### src/rtl/pcat_pkg.sv
// constants for the counter array with 16-bit pwm modules
// Overview of operation
// - compare value sets low time per period
// - match drives module output high
// - counter overflow drives module output low
// - pwm needs compare, pwm and wide enables
// - low compare byte write clears compare enable
// - high compare byte write sets compare enable
// - duty equals (65536 minus compare)/65536
// - match interrupt raised when enabled
// - idle suspend bit halts counting in idle
// - timebase field selects counter clock source
// - count falling edges, source max clock/4
// - external clock/8 resynchronised to system clock
// - overflow interrupt enable masks overflow request
// - unused mode bits read zero
package pcat_pkg;
  // register addresses
  localparam logic [7:0] CTRL_ADDR    = 8'hd8;
  localparam logic [7:0] MODE_ADDR    = 8'hd9;
  localparam logic [7:0] MMODE_BASE   = 8'hda;
  localparam logic [7:0] CNTL_ADDR    = 8'he9;
  localparam logic [7:0] CNTH_ADDR    = 8'hf9;
  localparam logic [7:0] CPL_BASE     = 8'hea;
  localparam logic [7:0] CPH_BASE     = 8'hfa;
  localparam int         MAX_MODS     = 6;
  // counter mode register fields
  localparam int         IDLE_BIT     = 7;
  localparam int         TB_LSB       = 1;
  localparam int         OVF_IE_BIT   = 0;
  localparam logic [7:0] MODE_MASK    = 8'h8f;
  localparam logic [7:0] MODE_RESET   = 8'h00;
  // counter control register fields
  localparam int         CF_BIT       = 7;
  localparam int         RUN_BIT      = 6;
  // module mode register fields
  localparam int         WIDE_BIT     = 7;
  localparam int         CMPEN_BIT    = 6;
  localparam int         PWMEN_BIT    = 1;
  localparam int         MIE_BIT      = 0;
  localparam logic [7:0] MMODE_MASK   = 8'hc3;
  localparam logic [7:0] MMODE_RESET  = 8'h00;
  // prescaler and counter last counts
  localparam logic [3:0] DIV12_LAST   = 4'hb;
  localparam logic [1:0] DIV4_LAST    = 2'h3;
  localparam logic [2:0] EXT_DIV_LAST = 3'h7;
  localparam logic [15:0] CNT_LAST    = 16'hffff;

  typedef enum logic [2:0] {
    PCAT_TB_DIV12 = 3'b000,
    PCAT_TB_DIV4  = 3'b001,
    PCAT_TB_T0OVF = 3'b010,
    PCAT_TB_ECI   = 3'b011,
    PCAT_TB_SYS   = 3'b100,
    PCAT_TB_EXT8  = 3'b101,
    PCAT_TB_RSV6  = 3'b110,
    PCAT_TB_RSV7  = 3'b111
  } pcat_tb_t;
endpackage

### src/rtl/pcat_top.sv
// counter array: shared 16-bit counter, timebase and 16-bit pwm modules
`timescale 1ns/100ps
module pcat_top #(
  parameter int NUM_MODS = 2
) (
  // clock and reset
  input  wire logic                sys_clk,
  input  wire logic                reset,
  // special function register port
  input  wire logic [7:0]          sfr_addr,
  input  wire logic [7:0]          sfr_wdata,
  input  wire logic                sfr_wr,
  output logic      [7:0]          sfr_rdata,
  // system events and count inputs
  input  wire logic                cpu_idle,
  input  wire logic                timer0_ovf,
  input  wire logic                external_count_input,
  input  wire logic                external_clock_in,
  // outputs
  output logic      [NUM_MODS-1:0] module_output_pin,
  output logic                     irq
);

  // ===========================================
  // elaboration check
  if (NUM_MODS < 1 || NUM_MODS > pcat_pkg::MAX_MODS) begin : g_bad
    $error("NUM_MODS out of range");
  end

  function automatic logic hit(input logic [7:0] a, input logic [7:0] base, input int i);
    hit = (a == (base + 8'(i)));
  endfunction

  // ===========================================
  // state
  logic [7:0]          mode_q, mode_d;
  logic                run_q, run_d;
  logic                cf_q, cf_d;
  logic [NUM_MODS-1:0] ccf_q, ccf_d;
  logic [7:0]          mmode_q [NUM_MODS];
  logic [7:0]          mmode_d [NUM_MODS];
  logic [15:0]         cmp_q [NUM_MODS];
  logic [15:0]         cmp_d [NUM_MODS];
  logic [15:0]         cnt_q, cnt_d;
  logic [NUM_MODS-1:0] pin_q, pin_d;
  logic                irq_q, irq_d;
  logic [7:0]          rdata_q, rdata_d;
  logic [3:0]          pre_q, pre_d;
  logic [2:0]          ediv_q, ediv_d;
  logic [2:0]          eci_q, eci_d;
  logic [2:0]          eclk_q, eclk_d;

  // ===========================================
  // timebase
  logic     running;
  logic     tick;
  pcat_pkg::pcat_tb_t tb;

  always_comb begin
    tb      = pcat_pkg::pcat_tb_t'(mode_q[pcat_pkg::TB_LSB +: 3]);
    running = run_q && !(mode_q[pcat_pkg::IDLE_BIT] && cpu_idle);
    // synchronisers: only stage 2 and 3 (bits 1 and 2) feed the edge logic
    eci_d   = {eci_q[1:0], external_count_input};
    eclk_d  = {eclk_q[1:0], external_clock_in};
    pre_d   = (pre_q == pcat_pkg::DIV12_LAST) ? 4'h0 : pre_q + 4'h1;
    ediv_d  = ediv_q;
    if (eclk_q[1] && !eclk_q[2]) begin
      ediv_d = ediv_q + 3'h1;
    end
    tick = 1'b0;
    case (tb)
      pcat_pkg::PCAT_TB_DIV12: tick = (pre_q == pcat_pkg::DIV12_LAST);
      pcat_pkg::PCAT_TB_DIV4:  tick = (pre_q[1:0] == pcat_pkg::DIV4_LAST);
      pcat_pkg::PCAT_TB_T0OVF: tick = timer0_ovf;
      pcat_pkg::PCAT_TB_ECI:   tick = !eci_q[1] && eci_q[2];
      pcat_pkg::PCAT_TB_SYS:   tick = 1'b1;
      pcat_pkg::PCAT_TB_EXT8:  tick = eclk_q[1] && !eclk_q[2]
                                      && (ediv_q == pcat_pkg::EXT_DIV_LAST);
      default:                 tick = 1'b0;
    endcase
    tick = tick && running;
  end

  always_ff @(posedge sys_clk) begin
    if (reset) begin
      pre_q  <= 4'h0;
      ediv_q <= 3'h0;
      eci_q  <= 3'h0;
      eclk_q <= 3'h0;
    end else begin
      pre_q  <= pre_d;
      ediv_q <= ediv_d;
      eci_q  <= eci_d;
      eclk_q <= eclk_d;
    end
  end

  // ===========================================
  // registers, counter and pwm
  logic        wr_ctrl;
  logic        wrap;
  logic [15:0] cnt_inc;

  always_comb begin
    wr_ctrl = sfr_wr && (sfr_addr == pcat_pkg::CTRL_ADDR);
    mode_d  = mode_q;
    run_d   = run_q;
    cf_d    = cf_q;
    ccf_d   = ccf_q;
    pin_d   = pin_q;
    cnt_d   = cnt_q;
    cnt_inc = cnt_q + 16'h0001;
    wrap    = tick && (cnt_q == pcat_pkg::CNT_LAST);
    if (sfr_wr && sfr_addr == pcat_pkg::MODE_ADDR) begin
      mode_d = sfr_wdata & pcat_pkg::MODE_MASK;
    end
    if (wr_ctrl) begin
      run_d = sfr_wdata[pcat_pkg::RUN_BIT];
      cf_d  = sfr_wdata[pcat_pkg::CF_BIT];
      ccf_d = sfr_wdata[NUM_MODS-1:0];
    end
    if (tick) begin
      cnt_d = cnt_inc;
    end
    if (wrap) begin
      cf_d = 1'b1;
    end
    for (int i = 0; i < NUM_MODS; i++) begin
      mmode_d[i] = mmode_q[i];
      cmp_d[i]   = cmp_q[i];
      if (sfr_wr && hit(sfr_addr, pcat_pkg::MMODE_BASE, i)) begin
        mmode_d[i] = sfr_wdata & pcat_pkg::MMODE_MASK;
      end
      if (sfr_wr && hit(sfr_addr, pcat_pkg::CPL_BASE, i)) begin
        cmp_d[i][7:0]                  = sfr_wdata;
        mmode_d[i][pcat_pkg::CMPEN_BIT] = 1'b0;
      end
      if (sfr_wr && hit(sfr_addr, pcat_pkg::CPH_BASE, i)) begin
        cmp_d[i][15:8]                 = sfr_wdata;
        mmode_d[i][pcat_pkg::CMPEN_BIT] = 1'b1;
      end
      if (mmode_q[i][pcat_pkg::CMPEN_BIT] && mmode_q[i][pcat_pkg::PWMEN_BIT]
          && mmode_q[i][pcat_pkg::WIDE_BIT]) begin
        if (wrap) begin
          pin_d[i] = 1'b0;
        end
        // match after overflow so a zero compare gives full duty
        if (tick && cnt_inc == cmp_q[i]) begin
          pin_d[i] = 1'b1;
          ccf_d[i] = 1'b1;
        end
      end else begin
        pin_d[i] = 1'b0;
      end
    end
    irq_d = (cf_d && mode_d[pcat_pkg::OVF_IE_BIT]);
    for (int i = 0; i < NUM_MODS; i++) begin
      irq_d = irq_d || (ccf_d[i] && mmode_d[i][pcat_pkg::MIE_BIT]);
    end
  end

  always_ff @(posedge sys_clk) begin
    if (reset) begin
      mode_q <= pcat_pkg::MODE_RESET;
      run_q  <= 1'b0;
      cf_q   <= 1'b0;
      ccf_q  <= '0;
      cnt_q  <= 16'h0000;
      pin_q  <= '0;
      irq_q  <= 1'b0;
      for (int i = 0; i < NUM_MODS; i++) begin
        mmode_q[i] <= pcat_pkg::MMODE_RESET;
        cmp_q[i]   <= 16'h0000;
      end
    end else begin
      mode_q <= mode_d;
      run_q  <= run_d;
      cf_q   <= cf_d;
      ccf_q  <= ccf_d;
      cnt_q  <= cnt_d;
      pin_q  <= pin_d;
      irq_q  <= irq_d;
      for (int i = 0; i < NUM_MODS; i++) begin
        mmode_q[i] <= mmode_d[i];
        cmp_q[i]   <= cmp_d[i];
      end
    end
  end

  // ===========================================
  // read data
  always_comb begin
    rdata_d = 8'h00;
    if (sfr_addr == pcat_pkg::MODE_ADDR) begin
      rdata_d = mode_q;
    end else if (sfr_addr == pcat_pkg::CTRL_ADDR) begin
      rdata_d = {cf_q, run_q, 6'h00};
      rdata_d[NUM_MODS-1:0] = ccf_q;
    end else if (sfr_addr == pcat_pkg::CNTL_ADDR) begin
      rdata_d = cnt_q[7:0];
    end else if (sfr_addr == pcat_pkg::CNTH_ADDR) begin
      rdata_d = cnt_q[15:8];
    end
    for (int i = 0; i < NUM_MODS; i++) begin
      if (hit(sfr_addr, pcat_pkg::MMODE_BASE, i)) begin
        rdata_d = mmode_q[i];
      end else if (hit(sfr_addr, pcat_pkg::CPL_BASE, i)) begin
        rdata_d = cmp_q[i][7:0];
      end else if (hit(sfr_addr, pcat_pkg::CPH_BASE, i)) begin
        rdata_d = cmp_q[i][15:8];
      end
    end
  end

  always_ff @(posedge sys_clk) begin
    if (reset) begin
      rdata_q <= 8'h00;
    end else begin
      rdata_q <= rdata_d;
    end
  end

  assign sfr_rdata         = rdata_q;
  assign module_output_pin = pin_q;
  assign irq               = irq_q;

  // ===========================================
  // assertions on module 0, the shared counter and the timebase
  logic wide0;
  assign wide0 = mmode_q[0][pcat_pkg::CMPEN_BIT] && mmode_q[0][pcat_pkg::PWMEN_BIT]
                 && mmode_q[0][pcat_pkg::WIDE_BIT];

  property p_match_high;
    @(posedge sys_clk) disable iff (reset)
      wide0 && tick && (cnt_inc == cmp_q[0]) |=> module_output_pin[0] && ccf_q[0];
  endproperty
  a_match_high: assert property (p_match_high) else $error("match did not raise pin");

  property p_ovf_low;
    @(posedge sys_clk) disable iff (reset)
      wide0 && wrap && (cmp_q[0] != 16'h0000) |=> !module_output_pin[0];
  endproperty
  a_ovf_low: assert property (p_ovf_low) else $error("overflow did not lower pin");

  property p_pwm_off;
    @(posedge sys_clk) disable iff (reset)
      !mmode_q[0][pcat_pkg::PWMEN_BIT] |=> !module_output_pin[0];
  endproperty
  a_pwm_off: assert property (p_pwm_off) else $error("pin high outside pwm mode");

  property p_low_clear;
    @(posedge sys_clk) disable iff (reset)
      sfr_wr && sfr_addr == pcat_pkg::CPL_BASE |=> !mmode_q[0][pcat_pkg::CMPEN_BIT];
  endproperty
  a_low_clear: assert property (p_low_clear) else $error("low byte kept enable");

  property p_high_set;
    @(posedge sys_clk) disable iff (reset)
      sfr_wr && sfr_addr == pcat_pkg::CPH_BASE |=> mmode_q[0][pcat_pkg::CMPEN_BIT];
  endproperty
  a_high_set: assert property (p_high_set) else $error("high byte did not enable");

  property p_idle_hold;
    @(posedge sys_clk) disable iff (reset)
      cpu_idle && mode_q[pcat_pkg::IDLE_BIT] && !(sfr_wr && sfr_addr == pcat_pkg::MODE_ADDR)
      |=> cnt_q == $past(cnt_q);
  endproperty
  a_idle_hold: assert property (p_idle_hold) else $error("counter ran in idle");

  property p_sys_count;
    @(posedge sys_clk) disable iff (reset)
      run_q && !cpu_idle && mode_q[3:1] == 3'b100 |=> cnt_q == $past(cnt_q) + 16'h0001;
  endproperty
  a_sys_count: assert property (p_sys_count) else $error("system clock count missed");

  property p_ovf_irq;
    @(posedge sys_clk) disable iff (reset)
      wrap ##1 mode_q[pcat_pkg::OVF_IE_BIT] |-> cf_q && irq;
  endproperty
  a_ovf_irq: assert property (p_ovf_irq) else $error("overflow request missing");

  property p_mode_zero;
    @(posedge sys_clk) disable iff (reset)
      1'b1 |-> ##1 mode_q[6:4] == 3'b000;
  endproperty
  a_mode_zero: assert property (p_mode_zero) else $error("unused mode bits set");

  property p_match_irq;
    @(posedge sys_clk) disable iff (reset)
      wide0 && mmode_q[0][pcat_pkg::MIE_BIT] && !sfr_wr && tick && (cnt_inc == cmp_q[0])
      |=> irq;
  endproperty
  a_match_irq: assert property (p_match_irq) else $error("match request missing");

  property p_eci_tick;
    @(posedge sys_clk) disable iff (reset)
      running && tb == pcat_pkg::PCAT_TB_ECI && !eci_q[1] && eci_q[2]
      |=> cnt_q == $past(cnt_q) + 16'h0001;
  endproperty
  a_eci_tick: assert property (p_eci_tick) else $error("falling edge not counted");

  property p_ext_hold;
    @(posedge sys_clk) disable iff (reset)
      tb == pcat_pkg::PCAT_TB_EXT8 && ediv_q != pcat_pkg::EXT_DIV_LAST
      |=> cnt_q == $past(cnt_q);
  endproperty
  a_ext_hold: assert property (p_ext_hold) else $error("external clock not divided");

endmodule

### config.mk
export PLATFORM = sky130hd
export DESIGN_NAME = pcat_top
export DESIGN_NICKNAME = d
export VERILOG_FILES = /design/src/rtl/pcat_pkg.sv /design/src/rtl/pcat_top.sv
export SDC_FILE = /design/constraint.sdc
export NUM_CORES = 1
export LEC_CHECK = 0
export BUFFER_PORTS_ARGS = -buffer_cell sky130_fd_sc_hd__clkbuf_2
export CORE_MARGIN = 2
export CORE_UTILIZATION = 50
export CTS_CLUSTER_SIZE = 12
export DETAILED_ROUTE_END_ITERATION = 7
export GPL_ROUTABILITY_DRIVEN = 1
export PLACE_DENSITY = 0.68
export RECOVER_POWER = 50
export SLEW_MARGIN = 10
export SYNTH_ARGS = -nofsm -noshare
export SYNTH_HDL_FRONTEND = slang
export SYNTH_SLANG_ARGS = --single-unit
export TNS_END_PERCENT = 20
### constraint.sdc
create_clock -name sys_clk -period 6.8 [get_ports sys_clk]
set_input_delay 1.02 -clock sys_clk [delete_from_list [all_inputs] [get_ports sys_clk]]
set_output_delay 1.02 -clock sys_clk [all_outputs]
set_load 0.1 [all_outputs]
==> run_results.csv <==
group,metric,value,unit
placed_design,place.gp.congestion,1.00,
power_and_ir_drop,power.internal,0.000715,W
logic_synthesis,syn_area_per_cell,7.96,µm²
clock_network,numCtsBuffers,9,
timing,relSlewSlack,-150,%
logic_synthesis,synth-warning-count,0,
logic_synthesis,synth-seq-area-share,37.4,%
clock_network,cts_buffer_depth,2,
logic_synthesis,yosysTopAreaCell,"dfxtp_1",
floorplanning,row_count,35,
power_and_ir_drop,comb_power_share,4.6,%
floorplanning,dieArea,0.0103,mm²
floorplanning,io_pins,34,
global_routing,grt_usage,28.6,%
timing,max_freq,0.217,GHz
timing,final-hold-violation-count,0,
floorplanning,initial_core_util,51.5,%
logic_synthesis,netlist_instances,598,
detailed_routing,via_per_inst,6.21,
detailed_routing,drc,0,
timing,hold-worst-slack,0.440,ns
clock_network,cts_setup_buffers,0,
layout,fillCellCount,866,
logic_synthesis,synth_area_leaders,"dfxtp_1, nand2_1, a21oi_1",
floorplanning,die_h,102,µm
detailed_routing,drtAntennaViolNets,0,
power_and_ir_drop,leakagePower,1.73,nW
status,status,"finished with violations",
clock_network,clock_latency,0.37,ns
clock_network,clk_pin_slew,0.10,ns
clock_network,cts_resized,0,
logic_synthesis,synthMostInstantiatedCell,"dfxtp_1",
detailed_routing,vias,4632,
detailed_routing,wl,14.4,mm
run,maxCapViolations,1,
placed_design,placed_cells,730,
worst_hold_path,holdPathStages,1,
clock_network,clock-root-buffer,"clkbuf_8",
detailed_routing,drt_pass1_iterations,6,
detailed_routing,drtIter0Drc,431,
clock_network,cts_tree,"done",
power_and_ir_drop,power.switching,0.000247,W
logic_synthesis,synth_edf_count,0,
detailed_routing,wire_per_inst,19.3,µm
logic_synthesis,syn_area,0.00476,mm²
floorplanning,die_w,102,µm
worst_setup_path,critPathMaxFanout,89,
logic_synthesis,synth_nets,625,
global_routing,antenna_found_initial,0,
logic_synthesis,yosysUniqueCellTypes,58,
timing,finClkSkew,0.0126,ns
status,violations,"capacitance limit, slew limit",
global_routing,grt_pass1_vias,4269,
layout,drive_above_1_share,9.40,%
timing,worstMarginPinSlew,3.75,ns
global_routing,grt_max_degree,90,
power_and_ir_drop,seqPwrFrac,54.8,%
clock_network,cts_num_sinks,89,
layout,syn2layout_area_growth,9.02,%
power_and_ir_drop,power,0.000962,W
layout,utilization,56.1,%
layout,finalNetCount,639,
logic_synthesis,synth_seq_cells,89,
timing,finalCritPeriodShare,67.7,%
clock_network,ctsHoldBuffers,0,
layout,finalNonFillerCells,746,
placed_design,hpwlAfterDp,10.3,mm
worst_setup_path,crit_type,"in -> reg",
layout,num_antenna_cells,0,
timing,fin_setup_tns,0,ns
logic_synthesis,synth-async-reset-ratio,0,%
power_and_ir_drop,power.density,185,mW/mm²
worst_setup_path,rr_worst_depth,7,
clock_network,htreeDepth,3,
timing,slew_violations,90,
worst_setup_path,cp_data_arrival_time,4.70,ns
placed_design,port_buffers,33,
timing,final-setup-viol-count,0,
worst_setup_path,required,6.90,ns
worst_setup_path,end_kind,"flop",
floorplanning,core,0.00924,mm²
timing,period_needed,4.60,ns
worst_setup_path,cp-start-kind,"input port",
logic_synthesis,synth.top_cell.area_share,37.4,%
global_routing,grt-ovfl-total,0,
worst_hold_path,hp-class,"reg -> reg",
power_and_ir_drop,swShare,25.7,%
timing,rsz0062_at_grt,"false",
logic_synthesis,synth_ff_type,"dfxtp_1",
logic_synthesis,netlist_top_cells_count,"dfxtp_1, nand2_1, a21oi_1",
power_and_ir_drop,clkPwrFrac,40.6,%
global_routing,grt_pass1_wl,22.6,mm
power_and_ir_drop,peakVddDrop,128,µV
-- power by group through the flow --
stage | combinational [W] | clock (W) | sequential (W)
floorplan | 0.0000243 | 0 | 0.000540
global placement | 0.0000431 | 0 | 0.000539
detailed placement | 0.0000437 | 0 | 0.000539
CTS | 0.0000437 | 0.000397 | 0.000527
global route | 0.0000480 | 0.000421 | 0.000528
finish | 0.0000442 | 0.000391 | 0.000527
-- kinds of logic after synthesis --
kind of cell / after synthesis / share of synthesized area, %
AO/OA/AOI/OAI: 131 / 17.5
XOR/XNOR: 58 / 10.7
multiplexers: 10 / 2.18
adder cells (fa/ha/maj): 4 / 1.05
AND/OR/NAND/NOR: 261 / 27.4
flip-flops: 89 / 37.4
buffers and inverters: 45 / 3.71
-- cell type report --
| type | instances | area, µm² | share of cell area [%] |
|---|---|---|---|
| clock buffers | 9 | 124 | 2.39 |
| clock inverters | 7 | 85.1 | 1.64 |
| inverters | 8 | 30.0 | 0.579 |
| multi-input cells | 464 | 2810 | 54.1 |
| repair buffers | 40 | 200 | 3.86 |
| flip-flops and latches | 89 | 1780 | 34.3 |
| well taps | 129 | 161 | 3.11 |
-- cells in the final DEF (no fill, tap or decap), drive strengths merged, types with 5 or more instances in the layout --
master | Yosys | routed
nor2 | 49 | 49
nor3 | 7 | 7
nor4 | 7 | 7
inv | 8 | 11
o21ai | 13 | 13
mux2i | 7 | 7
a21oi | 61 | 61
or4 | 6 | 6
a221oi | 6 | 6
nor2b | 12 | 12
clkbuf | 30 | 43
nand2 | 83 | 83
a22oi | 13 | 13
dfxtp | 89 | 89
buf | 7 | 6
xnor2 | 32 | 32
nand4b | 5 | 5
xor2 | 26 | 26
a31oi | 5 | 5
nand3 | 58 | 58
nand4 | 8 | 8
-- sequential cells by signal, summed over array words and instances, names as in the netlist, 2 cells and up --
name	count
ccf_q	2
cmp_q	32
cnt_q	16
eci_q	3
eclk_q	3
ediv_q	3
mmode_q	8
mode_q	5
module_output_pin	2
pre_q	4
sfr_rdata	8
-- worst max-delay path, cell delays in order --
cell,delay [ns]
clkbuf_2,0.07
clkbuf_1,2.60
nand4b_1,0.35
a2111oi_0,0.08
o21ai_0,0.10
a2111oi_0,0.10
nand4_1,0.12
or4_1,0.15
o21ai_0,0.09
-- worst paths after layout --
check / from / end / slack [ns]
worst max-delay path: reset / ccf_q[1] / 2.20
worst min-delay path: eclk_q[0] / eclk_q[1] / 0.44
worst max register to register: cnt_q[0] / irq / 3.35
worst min register to register: eclk_q[0] / eclk_q[1] / 0.44
-- per-stage QoR --
stage | setup WS, ns | cell area, µm²
2_1_floorplan | 3.92 | 4760
3_3_place_gp | 3.36 | 5000
3_5_place_dp | 3.25 | 5000
4_1_cts | 3.39 | 5200
5_1_grt | 1.82 | 5190
6_report | 2.20 | 5190
-- layer usage --
layer / wire length (µm) / global-route usage [%]
met1: 5950 / 38.6
met2: 6510 / 44.1
met3: 1490 / 6.63
met4: 486 / 12.2
met5: 0 / 0
No activity file was read; power rests on OpenSTA's default activity.
